`src/core/xbus_sel_cfg.svh`:
```
// Offsets, field positions, reset values and windows of the select decoder
`ifndef XBUS_SEL_CFG_SVH
`define XBUS_SEL_CFG_SVH

// Register byte offsets on the AXI4-Lite slave
`define OFS_PERIPH_SEL   8'h00
`define OFS_SYS_CONFIG   8'h04
`define OFS_STATUS       8'h08

// Fields of the peripheral select register
`define FLD_FIRST_CAN    0
`define FLD_SECOND_CAN   1
`define FLD_EXT_RAM      2
`define FLD_GROUP        3
`define FLD_PWM          4
`define SEL_WIDTH        5
`define SEL_RESET        5'h05

// Field of the system configuration register
`define FLD_GLOBAL_EN    0

// Fields of the status register
`define FLD_ST_LOCKED    0
`define FLD_ST_CAN1_GPIO 1
`define FLD_ST_CAN2_GPIO 2

// Extension windows, compared on address bits 23:8
`define WIN_PWM          16'h00ec
`define WIN_GAP          16'h00ed
`define WIN_SECOND_CAN   16'h00ee
`define WIN_FIRST_CAN    16'h00ef

// AXI responses
`define RESP_OKAY        2'b00
`define RESP_DECERR      2'b11

`endif

```
`src/core/xbus_sel_pkg.sv`:
```
// Types shared by the extension-bus select decoder
package xbus_sel_pkg;

   // Where a CPU access to the extension bus is steered
   typedef enum logic [2:0] {
      RT_EXTERNAL,
      RT_FIRST_CAN,
      RT_SECOND_CAN,
      RT_EXT_RAM,
      RT_GROUP,
      RT_PWM,
      RT_BLOCKED
   } route_t;

endpackage

```
`src/core/xbus_peripheral_select_decode.sv`:
```
// Extension-bus peripheral select register and access steering
//
// Chosen here: register access over AXI4-Lite and the placing of the registers.
`timescale 1ns/1ps
`include "xbus_sel_cfg.svh"

module xbus_peripheral_select_decode #(
   parameter int ADDR_W       = 8,
   parameter int EXT_RAM_BASE = 24'h00c000,
   parameter int EXT_RAM_SIZE = 16384,
   parameter int GRP_BASE     = 24'h00e000,
   parameter int GRP_SIZE     = 1024
) (
   input  wire logic                 aclk,
   input  wire logic                 aresetn,
   input  wire logic                 ce,
   // AXI4-Lite slave
   input  wire logic [ADDR_W-1:0]    s_axi_awaddr,
   input  wire logic                 s_axi_awvalid,
   output logic                      s_axi_awready,
   input  wire logic [31:0]          s_axi_wdata,
   input  wire logic [3:0]           s_axi_wstrb,
   input  wire logic                 s_axi_wvalid,
   output logic                      s_axi_wready,
   output logic [1:0]                s_axi_bresp,
   output logic                      s_axi_bvalid,
   input  wire logic                 s_axi_bready,
   input  wire logic [ADDR_W-1:0]    s_axi_araddr,
   input  wire logic                 s_axi_arvalid,
   output logic                      s_axi_arready,
   output logic [31:0]               s_axi_rdata,
   output logic [1:0]                s_axi_rresp,
   output logic                      s_axi_rvalid,
   input  wire logic                 s_axi_rready,
   // CPU extension-bus access to steer
   input  wire logic                 cpu_req_valid,
   input  wire logic [23:0]          cpu_req_addr,
   output logic                      route_valid,
   output xbus_sel_pkg::route_t      route,
   // Selection state seen by the rest of the chip
   output logic [`SEL_WIDTH-1:0]     periph_enable,
   output logic                      global_xbus_enable,
   output logic                      first_can_pins_gpio,
   output logic                      second_can_pins_gpio
);
   import xbus_sel_pkg::*;

   // Windows are matched by masking the address, so each must be a power
   // of two in size, aligned to that size and inside the 24-bit space
   localparam bit RAM_OK = EXT_RAM_SIZE > 0 && EXT_RAM_SIZE <= 24'h800000
      && (EXT_RAM_SIZE & (EXT_RAM_SIZE - 1)) == 0
      && EXT_RAM_BASE >= 0 && EXT_RAM_BASE <= 24'hffffff
      && (EXT_RAM_BASE & (EXT_RAM_SIZE - 1)) == 0;
   localparam bit GRP_OK = GRP_SIZE > 0 && GRP_SIZE <= 24'h800000
      && (GRP_SIZE & (GRP_SIZE - 1)) == 0
      && GRP_BASE >= 0 && GRP_BASE <= 24'hffffff
      && (GRP_BASE & (GRP_SIZE - 1)) == 0;

   // Elaboration checks: refuse what the decoder cannot serve
   if (ADDR_W < 4 || ADDR_W > 32) begin : g_chk_addr_w
      $error("ADDR_W must lie in 4..32");
   end
   if (!RAM_OK) begin : g_chk_ram
      $error("Extension RAM window must be an aligned power of two");
   end
   if (!GRP_OK) begin : g_chk_grp
      $error("Group window must be an aligned power of two");
   end

   // 24-bit base and mask of each window
   localparam logic [23:0] RAM_B = EXT_RAM_BASE[23:0];
   localparam logic [23:0] RAM_M = ~(EXT_RAM_SIZE[23:0] - 24'h000001);
   localparam logic [23:0] GRP_B = GRP_BASE[23:0];
   localparam logic [23:0] GRP_M = ~(GRP_SIZE[23:0] - 24'h000001);

   // Register state
   logic [`SEL_WIDTH-1:0] sel_q, sel_d;
   logic                  gen_q, gen_d;
   // AXI write channel state
   logic                  aw_full_q, aw_full_d;
   logic                  w_full_q, w_full_d;
   logic [ADDR_W-1:0]     waddr_q, waddr_d;
   logic [31:0]           wdata_q, wdata_d;
   logic [3:0]            wstrb_q, wstrb_d;
   logic                  awready_q, awready_d;
   logic                  wready_q, wready_d;
   logic                  bvalid_q, bvalid_d;
   logic [1:0]            bresp_q, bresp_d;
   // AXI read channel state
   logic                  arready_q, arready_d;
   logic                  rvalid_q, rvalid_d;
   logic [31:0]           rdata_q, rdata_d;
   logic [1:0]            rresp_q, rresp_d;
   // Steering state
   logic                  rvld_q, rvld_d;
   route_t                route_q, route_d;
   logic                  gpio1_q, gpio1_d;
   logic                  gpio2_q, gpio2_d;

   logic                  do_write;
   logic [ADDR_W-1:0]     a_sel, a_sys, a_sta;

   assign a_sel = ADDR_W'(`OFS_PERIPH_SEL);
   assign a_sys = ADDR_W'(`OFS_SYS_CONFIG);
   assign a_sta = ADDR_W'(`OFS_STATUS);

   // Write commits once both address and data are held and no answer waits
   assign do_write = aw_full_q && w_full_q && !bvalid_q;

   // Write channels: address and data taken in either order
   always_comb begin
      aw_full_d = aw_full_q;
      w_full_d  = w_full_q;
      waddr_d   = waddr_q;
      wdata_d   = wdata_q;
      wstrb_d   = wstrb_q;
      bvalid_d  = bvalid_q;
      bresp_d   = bresp_q;
      sel_d     = sel_q;
      gen_d     = gen_q;
      if (s_axi_awvalid && awready_q) begin
         aw_full_d = 1'b1;
         waddr_d   = s_axi_awaddr;
      end
      if (s_axi_wvalid && wready_q) begin
         w_full_d = 1'b1;
         wdata_d  = s_axi_wdata;
         wstrb_d  = s_axi_wstrb;
      end
      // Response is held until the master takes it
      if (bvalid_q && s_axi_bready)
         bvalid_d = 1'b0;
      if (do_write) begin
         aw_full_d = 1'b0;
         w_full_d  = 1'b0;
         bvalid_d  = 1'b1;
         bresp_d   = `RESP_OKAY;
         if (waddr_q == a_sel) begin
            // Once the global enable is set the selection is frozen
            if (!gen_q && wstrb_q[0])
               sel_d = wdata_q[`SEL_WIDTH-1:0];
         end else if (waddr_q == a_sys) begin
            // Set-only: clearing would reopen a frozen selection
            if (wstrb_q[0] && wdata_q[`FLD_GLOBAL_EN])
               gen_d = 1'b1;
         end else if (waddr_q != a_sta) begin
            bresp_d = `RESP_DECERR;
         end
      end
      // Ready follows the next holding state so it drops at capture
      awready_d = !aw_full_d;
      wready_d  = !w_full_d;
   end

   // Write channel registers
   always_ff @(posedge aclk) begin
      if (!aresetn) begin
         aw_full_q <= 1'b0;
         w_full_q  <= 1'b0;
         waddr_q   <= '0;
         wdata_q   <= '0;
         wstrb_q   <= '0;
         awready_q <= 1'b0;
         wready_q  <= 1'b0;
         bvalid_q  <= 1'b0;
         bresp_q   <= `RESP_OKAY;
         sel_q     <= `SEL_RESET;
         gen_q     <= 1'b0;
      end else if (ce) begin
         aw_full_q <= aw_full_d;
         w_full_q  <= w_full_d;
         waddr_q   <= waddr_d;
         wdata_q   <= wdata_d;
         wstrb_q   <= wstrb_d;
         awready_q <= awready_d;
         wready_q  <= wready_d;
         bvalid_q  <= bvalid_d;
         bresp_q   <= bresp_d;
         sel_q     <= sel_d;
         gen_q     <= gen_d;
      end
   end

   // Read channel: one read at a time, answer the cycle after capture
   always_comb begin
      arready_d = arready_q;
      rvalid_d  = rvalid_q;
      rdata_d   = rdata_q;
      rresp_d   = rresp_q;
      // Ready comes up on the first enabled edge after reset
      if (!rvalid_q && !arready_q)
         arready_d = 1'b1;
      if (rvalid_q && s_axi_rready) begin
         rvalid_d  = 1'b0;
         arready_d = 1'b1;
      end
      // Capture; unmapped offsets read zero with a decode error
      if (s_axi_arvalid && arready_q) begin
         arready_d = 1'b0;
         rvalid_d  = 1'b1;
         rresp_d   = `RESP_OKAY;
         rdata_d   = 32'h00000000;
         if (s_axi_araddr == a_sel)
            rdata_d[`SEL_WIDTH-1:0] = sel_q;
         else if (s_axi_araddr == a_sys)
            rdata_d[`FLD_GLOBAL_EN] = gen_q;
         else if (s_axi_araddr == a_sta) begin
            // Status gathers lock and pin release, all read-only
            rdata_d[`FLD_ST_LOCKED]    = gen_q;
            rdata_d[`FLD_ST_CAN1_GPIO] = gpio1_q;
            rdata_d[`FLD_ST_CAN2_GPIO] = gpio2_q;
         end else
            rresp_d = `RESP_DECERR;
      end
   end

   // Read channel registers
   always_ff @(posedge aclk) begin
      if (!aresetn) begin
         arready_q <= 1'b0;
         rvalid_q  <= 1'b0;
         rdata_q   <= 32'h00000000;
         rresp_q   <= `RESP_OKAY;
      end else if (ce) begin
         arready_q <= arready_d;
         rvalid_q  <= rvalid_d;
         rdata_q   <= rdata_d;
         rresp_q   <= rresp_d;
      end
   end

   // Steering of one CPU access, answered one cycle later
   always_comb begin
      logic c1, c2, pw, any;
      logic [15:0] pg;
      c1  = sel_q[`FLD_FIRST_CAN];
      c2  = sel_q[`FLD_SECOND_CAN];
      pw  = sel_q[`FLD_PWM];
      any = c1 | c2 | pw;
      pg  = cpu_req_addr[23:8];
      // Pulse follows every request on an enabled edge; route holds until the next one
      rvld_d  = cpu_req_valid;
      route_d = route_q;
      if (cpu_req_valid) begin
         // With every CAN and PWM unit off, the range is plain memory
         if (!any && pg >= `WIN_PWM && pg <= `WIN_FIRST_CAN)
            route_d = RT_EXTERNAL;
         else if (pg == `WIN_FIRST_CAN)
            route_d = c1 ? RT_FIRST_CAN : RT_BLOCKED;
         else if (pg == `WIN_SECOND_CAN)
            route_d = c2 ? RT_SECOND_CAN : RT_BLOCKED;
         else if (pg == `WIN_PWM)
            route_d = pw ? RT_PWM : RT_BLOCKED;
         // No unit sits in the gap page; it opens only with the range
         else if (pg == `WIN_GAP)
            route_d = RT_BLOCKED;
         // The group window may lie inside the RAM window, so it is tried
         // first; the other order would shadow the group for good
         else if ((cpu_req_addr & GRP_M) == GRP_B)
            route_d = sel_q[`FLD_GROUP] ? RT_GROUP
                                        : RT_EXTERNAL;
         else if ((cpu_req_addr & RAM_M) == RAM_B)
            route_d = sel_q[`FLD_EXT_RAM] ? RT_EXT_RAM
                                          : RT_EXTERNAL;
         else
            route_d = RT_EXTERNAL;
      end
      // Pins of a disabled controller are handed back to the port
      gpio1_d = !c1;
      gpio2_d = !c2;
   end

   // Steering registers
   always_ff @(posedge aclk) begin
      if (!aresetn) begin
         rvld_q  <= 1'b0;
         route_q <= RT_EXTERNAL;
         // Pins match the reset selection: first CAN on, second off
         gpio1_q <= 1'b0;
         gpio2_q <= 1'b1;
      end else if (ce) begin
         rvld_q  <= rvld_d;
         route_q <= route_d;
         gpio1_q <= gpio1_d;
         gpio2_q <= gpio2_d;
      end
   end

   // Outputs straight from flip-flops
   assign s_axi_awready        = awready_q;
   assign s_axi_wready         = wready_q;
   assign s_axi_bvalid         = bvalid_q;
   assign s_axi_bresp          = bresp_q;
   assign s_axi_arready        = arready_q;
   assign s_axi_rvalid         = rvalid_q;
   assign s_axi_rdata          = rdata_q;
   assign s_axi_rresp          = rresp_q;
   assign route_valid          = rvld_q;
   assign route                = route_q;
   assign periph_enable        = sel_q;
   assign global_xbus_enable   = gen_q;
   assign first_can_pins_gpio  = gpio1_q;
   assign second_can_pins_gpio = gpio2_q;

endmodule // xbus_peripheral_select_decode

```
`config.mk`:
```
export PLATFORM = sky130hd
export DESIGN_NAME = xbus_peripheral_select_decode
export DESIGN_NICKNAME = d
export VERILOG_FILES = /design/src/core/xbus_sel_pkg.sv /design/src/core/xbus_peripheral_select_decode.sv
export VERILOG_INCLUDE_DIRS = /design/src /design/src/core
export SDC_FILE = /design/constraint.sdc
export NUM_CORES = 1
export LEC_CHECK = 0
export BUFFER_PORTS_ARGS = -buffer_cell sky130_fd_sc_hd__buf_4
export CAP_MARGIN = 20
export CORE_MARGIN = 2
export CORE_UTILIZATION = 44
export DETAILED_ROUTE_END_ITERATION = 8
export GPL_TIMING_DRIVEN = 0
export PLACE_DENSITY = 0.87
export SETUP_SLACK_MARGIN = 0.1
export SLEW_MARGIN = 20
export SYNTH_ARGS = -nofsm -noshare
export SYNTH_HDL_FRONTEND = slang
export SYNTH_SLANG_ARGS = --single-unit
```
`constraint.sdc`:
```
create_clock -name aclk -period 2.5 [get_ports aclk]
set_input_delay 0.375 -clock aclk [delete_from_list [all_inputs] [get_ports aclk]]
set_output_delay 0.375 -clock aclk [all_outputs]
set_load 0.05 [all_outputs]
```
==> metrics.cfg <==
[global_routing]
grt_start_max_net_pins = 13
grt_first_pass_wirelength_mm = 7.196
grt_pass1_vias = 1608
grt_usage_pct = 17.98
antenna_found_initial = 0
gr-total-overflow = 0

[synth]
yosys.area_share.simple_pct = 23.82
synthMuxAreaShare_pct = 8.234
ys_seq_area_share_pct = 40.23
yosysWarnings = 0
synth-edff-count = 0
synth_compound_area_share_pct = 13.45
synth_fa_ha_area_share_pct = 0
yosysTopAreaCell = dfxtp_1
synth_cells = 229
synth_top_family_by_area = simple AND/OR/NAND/NOR gates
synthDominantCellAreaShare_pct = 40.23
async_flop_share_pct = 0
synth-seq-cells = 40
synthXorXnorAreaFrac_pct = 0.8799
synth_area_leaders = dfxtp_1 (40%), buf_4 (11%), nand2_1 (7.2%), mux2i_1 (6.5%), a21boi_0 (4.9%)
avgSynthCellArea_sq_um = 8.693
syn_area_sq_um = 1991
synth_flop_cell = dfxtp_1
synth_cell_types = 39

[detailed_routing]
wire_per_inst_microns = 11.89
wl_mm = 4.564
via_per_inst = 4.734
first_pass_iters = 4
first_iter_violations = 76
ant_nets = 0
drc = 0
vias = 1818

[finish]
final_cell_mix = buf_4 (98), dfxtp_1 (40), nand2_1 (38)
nets = 416
final_common_cell = buf_4
syn_to_final_growth_pct = 38.84
post-route-util_pct = 63.48
multi_input_area_sq_um = 1025
seqCellArea_sq_um = 800.8
fillers = 373
layout-drive-gt1-share_pct = 34.64
final_cells = 384
diodes = 0

[sta]
max_freq_mhz = 590.7
worst_pin_slew_ns = 0.5281
finalSetupTns_ns = 0
report.final.slew_viol_count = 0
rsz0062_at_grt = false
fin_skew_ns = 0.003893
setup-violations-final = 0
max_slew_margin_pct = 64.60
timing.final.crit_share_pct = 67.72
fin_crit_ns = 1.693
hold_violations = 0

[floorplanning]
dieArea_sq_um = 5078
start_util_pct = 45.72
ioPinCount = 138
die_y_microns = 71.26
num_rows = 24
die_w_microns = 71.26
coreArea_sq_um = 4354

[placement]
dp.cells = 376
portBuffers = 69
gp_congestion = 0.7902
dp_hpwl_mm = 3.625

[critical_path]
worstSetupEndpointType = register
worst-setup-path-type = register to register
cp_max_fo = 5
critical_path_arrival_ns = 1.92
r2r_slack_ns = 0.81
r2r-start = waddr_q[7]
cp-start-kind = register
reg2regPathDepth = 4
r2r-end = periph_enable[0]
required_ns = 2.73

[worst_hold_path]
hold_path_depth = 3
whs_endpoint = wdata_q[1]
worstHoldPathType = input port to register
min_from = s_axi_wdata[1]

[power_and_ir_drop]
power.static_leakage_nw = 1.291
p_per_area_nw_per_um2 = 507.1
ir_drop_uv = 341.9
total_power_mw = 1.401

[clock_network]
path_clk_slew_ns = 0.08
clk_latency_ns = 0.29
post_cts_resized = 0
cts_hold_buf = 0
post_cts_buffers = 0
cts_tree = done
clk_path_buf_depth = 2
cts_sinks = 40
root_buffer = clkbuf_8
tritoncts.num_buffers = 5
htree_levels = 2

[flow_run]
drv_cap = 0

[run_status]
status = completed

-- where the power goes --
| part | internal, mW | switching, mW |
|---|---|---|
| logic | 0.115 | 0.181 |
| clock network | 0.220 | 0.222 |
| registers | 0.652 | 0.0116 |
| total | 0.987 | 0.414 |
-- through the flow --
step	hold WS [ns]	cell area, sq um	worst slack (ns)
2_1_floorplan	0.4377	2088	0.7823
6_report	0.3336	2764	0.8070
3_5_place_dp	0.4561	2671	0.6385
4_1_cts	0.3315	2764	0.8163
5_1_grt	0.3401	2764	0.6566
3_3_place_gp	0.4485	2671	0.6528
-- per-layer routing --
layer	wire [microns]	vias up	GRT usage [%]
li1	-	929	-
met1	1831	813	19.95
met2	2246	67	31.38
met3	364	9	5.063
met4	123	0	9.015
met5	0	-	0
-- cells in the mapped netlist, types with 2 or more instances --
cell	instances
a21boi_0	13
a21oi_1	6
a22oi_1	3
a32oi_1	2
and2_1	2
and3_1	2
buf_4	29
clkbuf_1	9
dfxtp_1	40
inv_1	3
mux2_2	3
mux2i_1	13
nand2_1	38
nand2b_1	3
nand3_1	7
nand4_1	2
nand4b_1	2
nor2_1	8
nor2b_1	15
nor4_1	4
o21a_1	2
o21ai_0	4
o21ai_1	2
xor2_1	2
-- cell families (layout without fill, tap and decap cells) --
family,after synthesis,in the layout
flops,40,40
mux,16,16
buf+inv,41,118
simple gates,91,91
other cells,1,27
compound gates,38,38
xor+xnor,2,2
-- area by class of cell --
type	instances	share of cell area, %
multi-input combinational	174	37.08
sequential	40	28.97
timing repair buffer	69	18.74
buffer	38	9.099
clock buffer	6	2.988
tap	52	2.354
inverter	3	0.4074
clock inverter	2	0.3622
-- state kept, by name, summed over array words and instances, names as in the netlist, 3 cells and up --
register       flops
periph_enable      5
route              3
s_axi_rdata        5
waddr_q            8
wdata_q            5
-- worst max-delay path: stages, from the launching register on --
cell and delay, ns:
dfxtp_1 0.32, nor4_1 0.43, nand4_1 0.20, nor3_2 0.44, mux2i_1 0.23
-- worst max-delay path by stage --
stage                        to  slack [ns]              from
3_5_place_dp           route[0]        0.64  cpu_req_addr[17]
3_3_place_gp           route[0]        0.65  cpu_req_addr[17]
6_report       periph_enable[0]        0.81        waddr_q[7]
5_1_grt        periph_enable[0]        0.66        waddr_q[7]
4_1_cts        periph_enable[0]        0.82        waddr_q[7]
2_1_floorplan          route[0]        0.78  cpu_req_addr[17]
(Power assumes the default switching activity.)
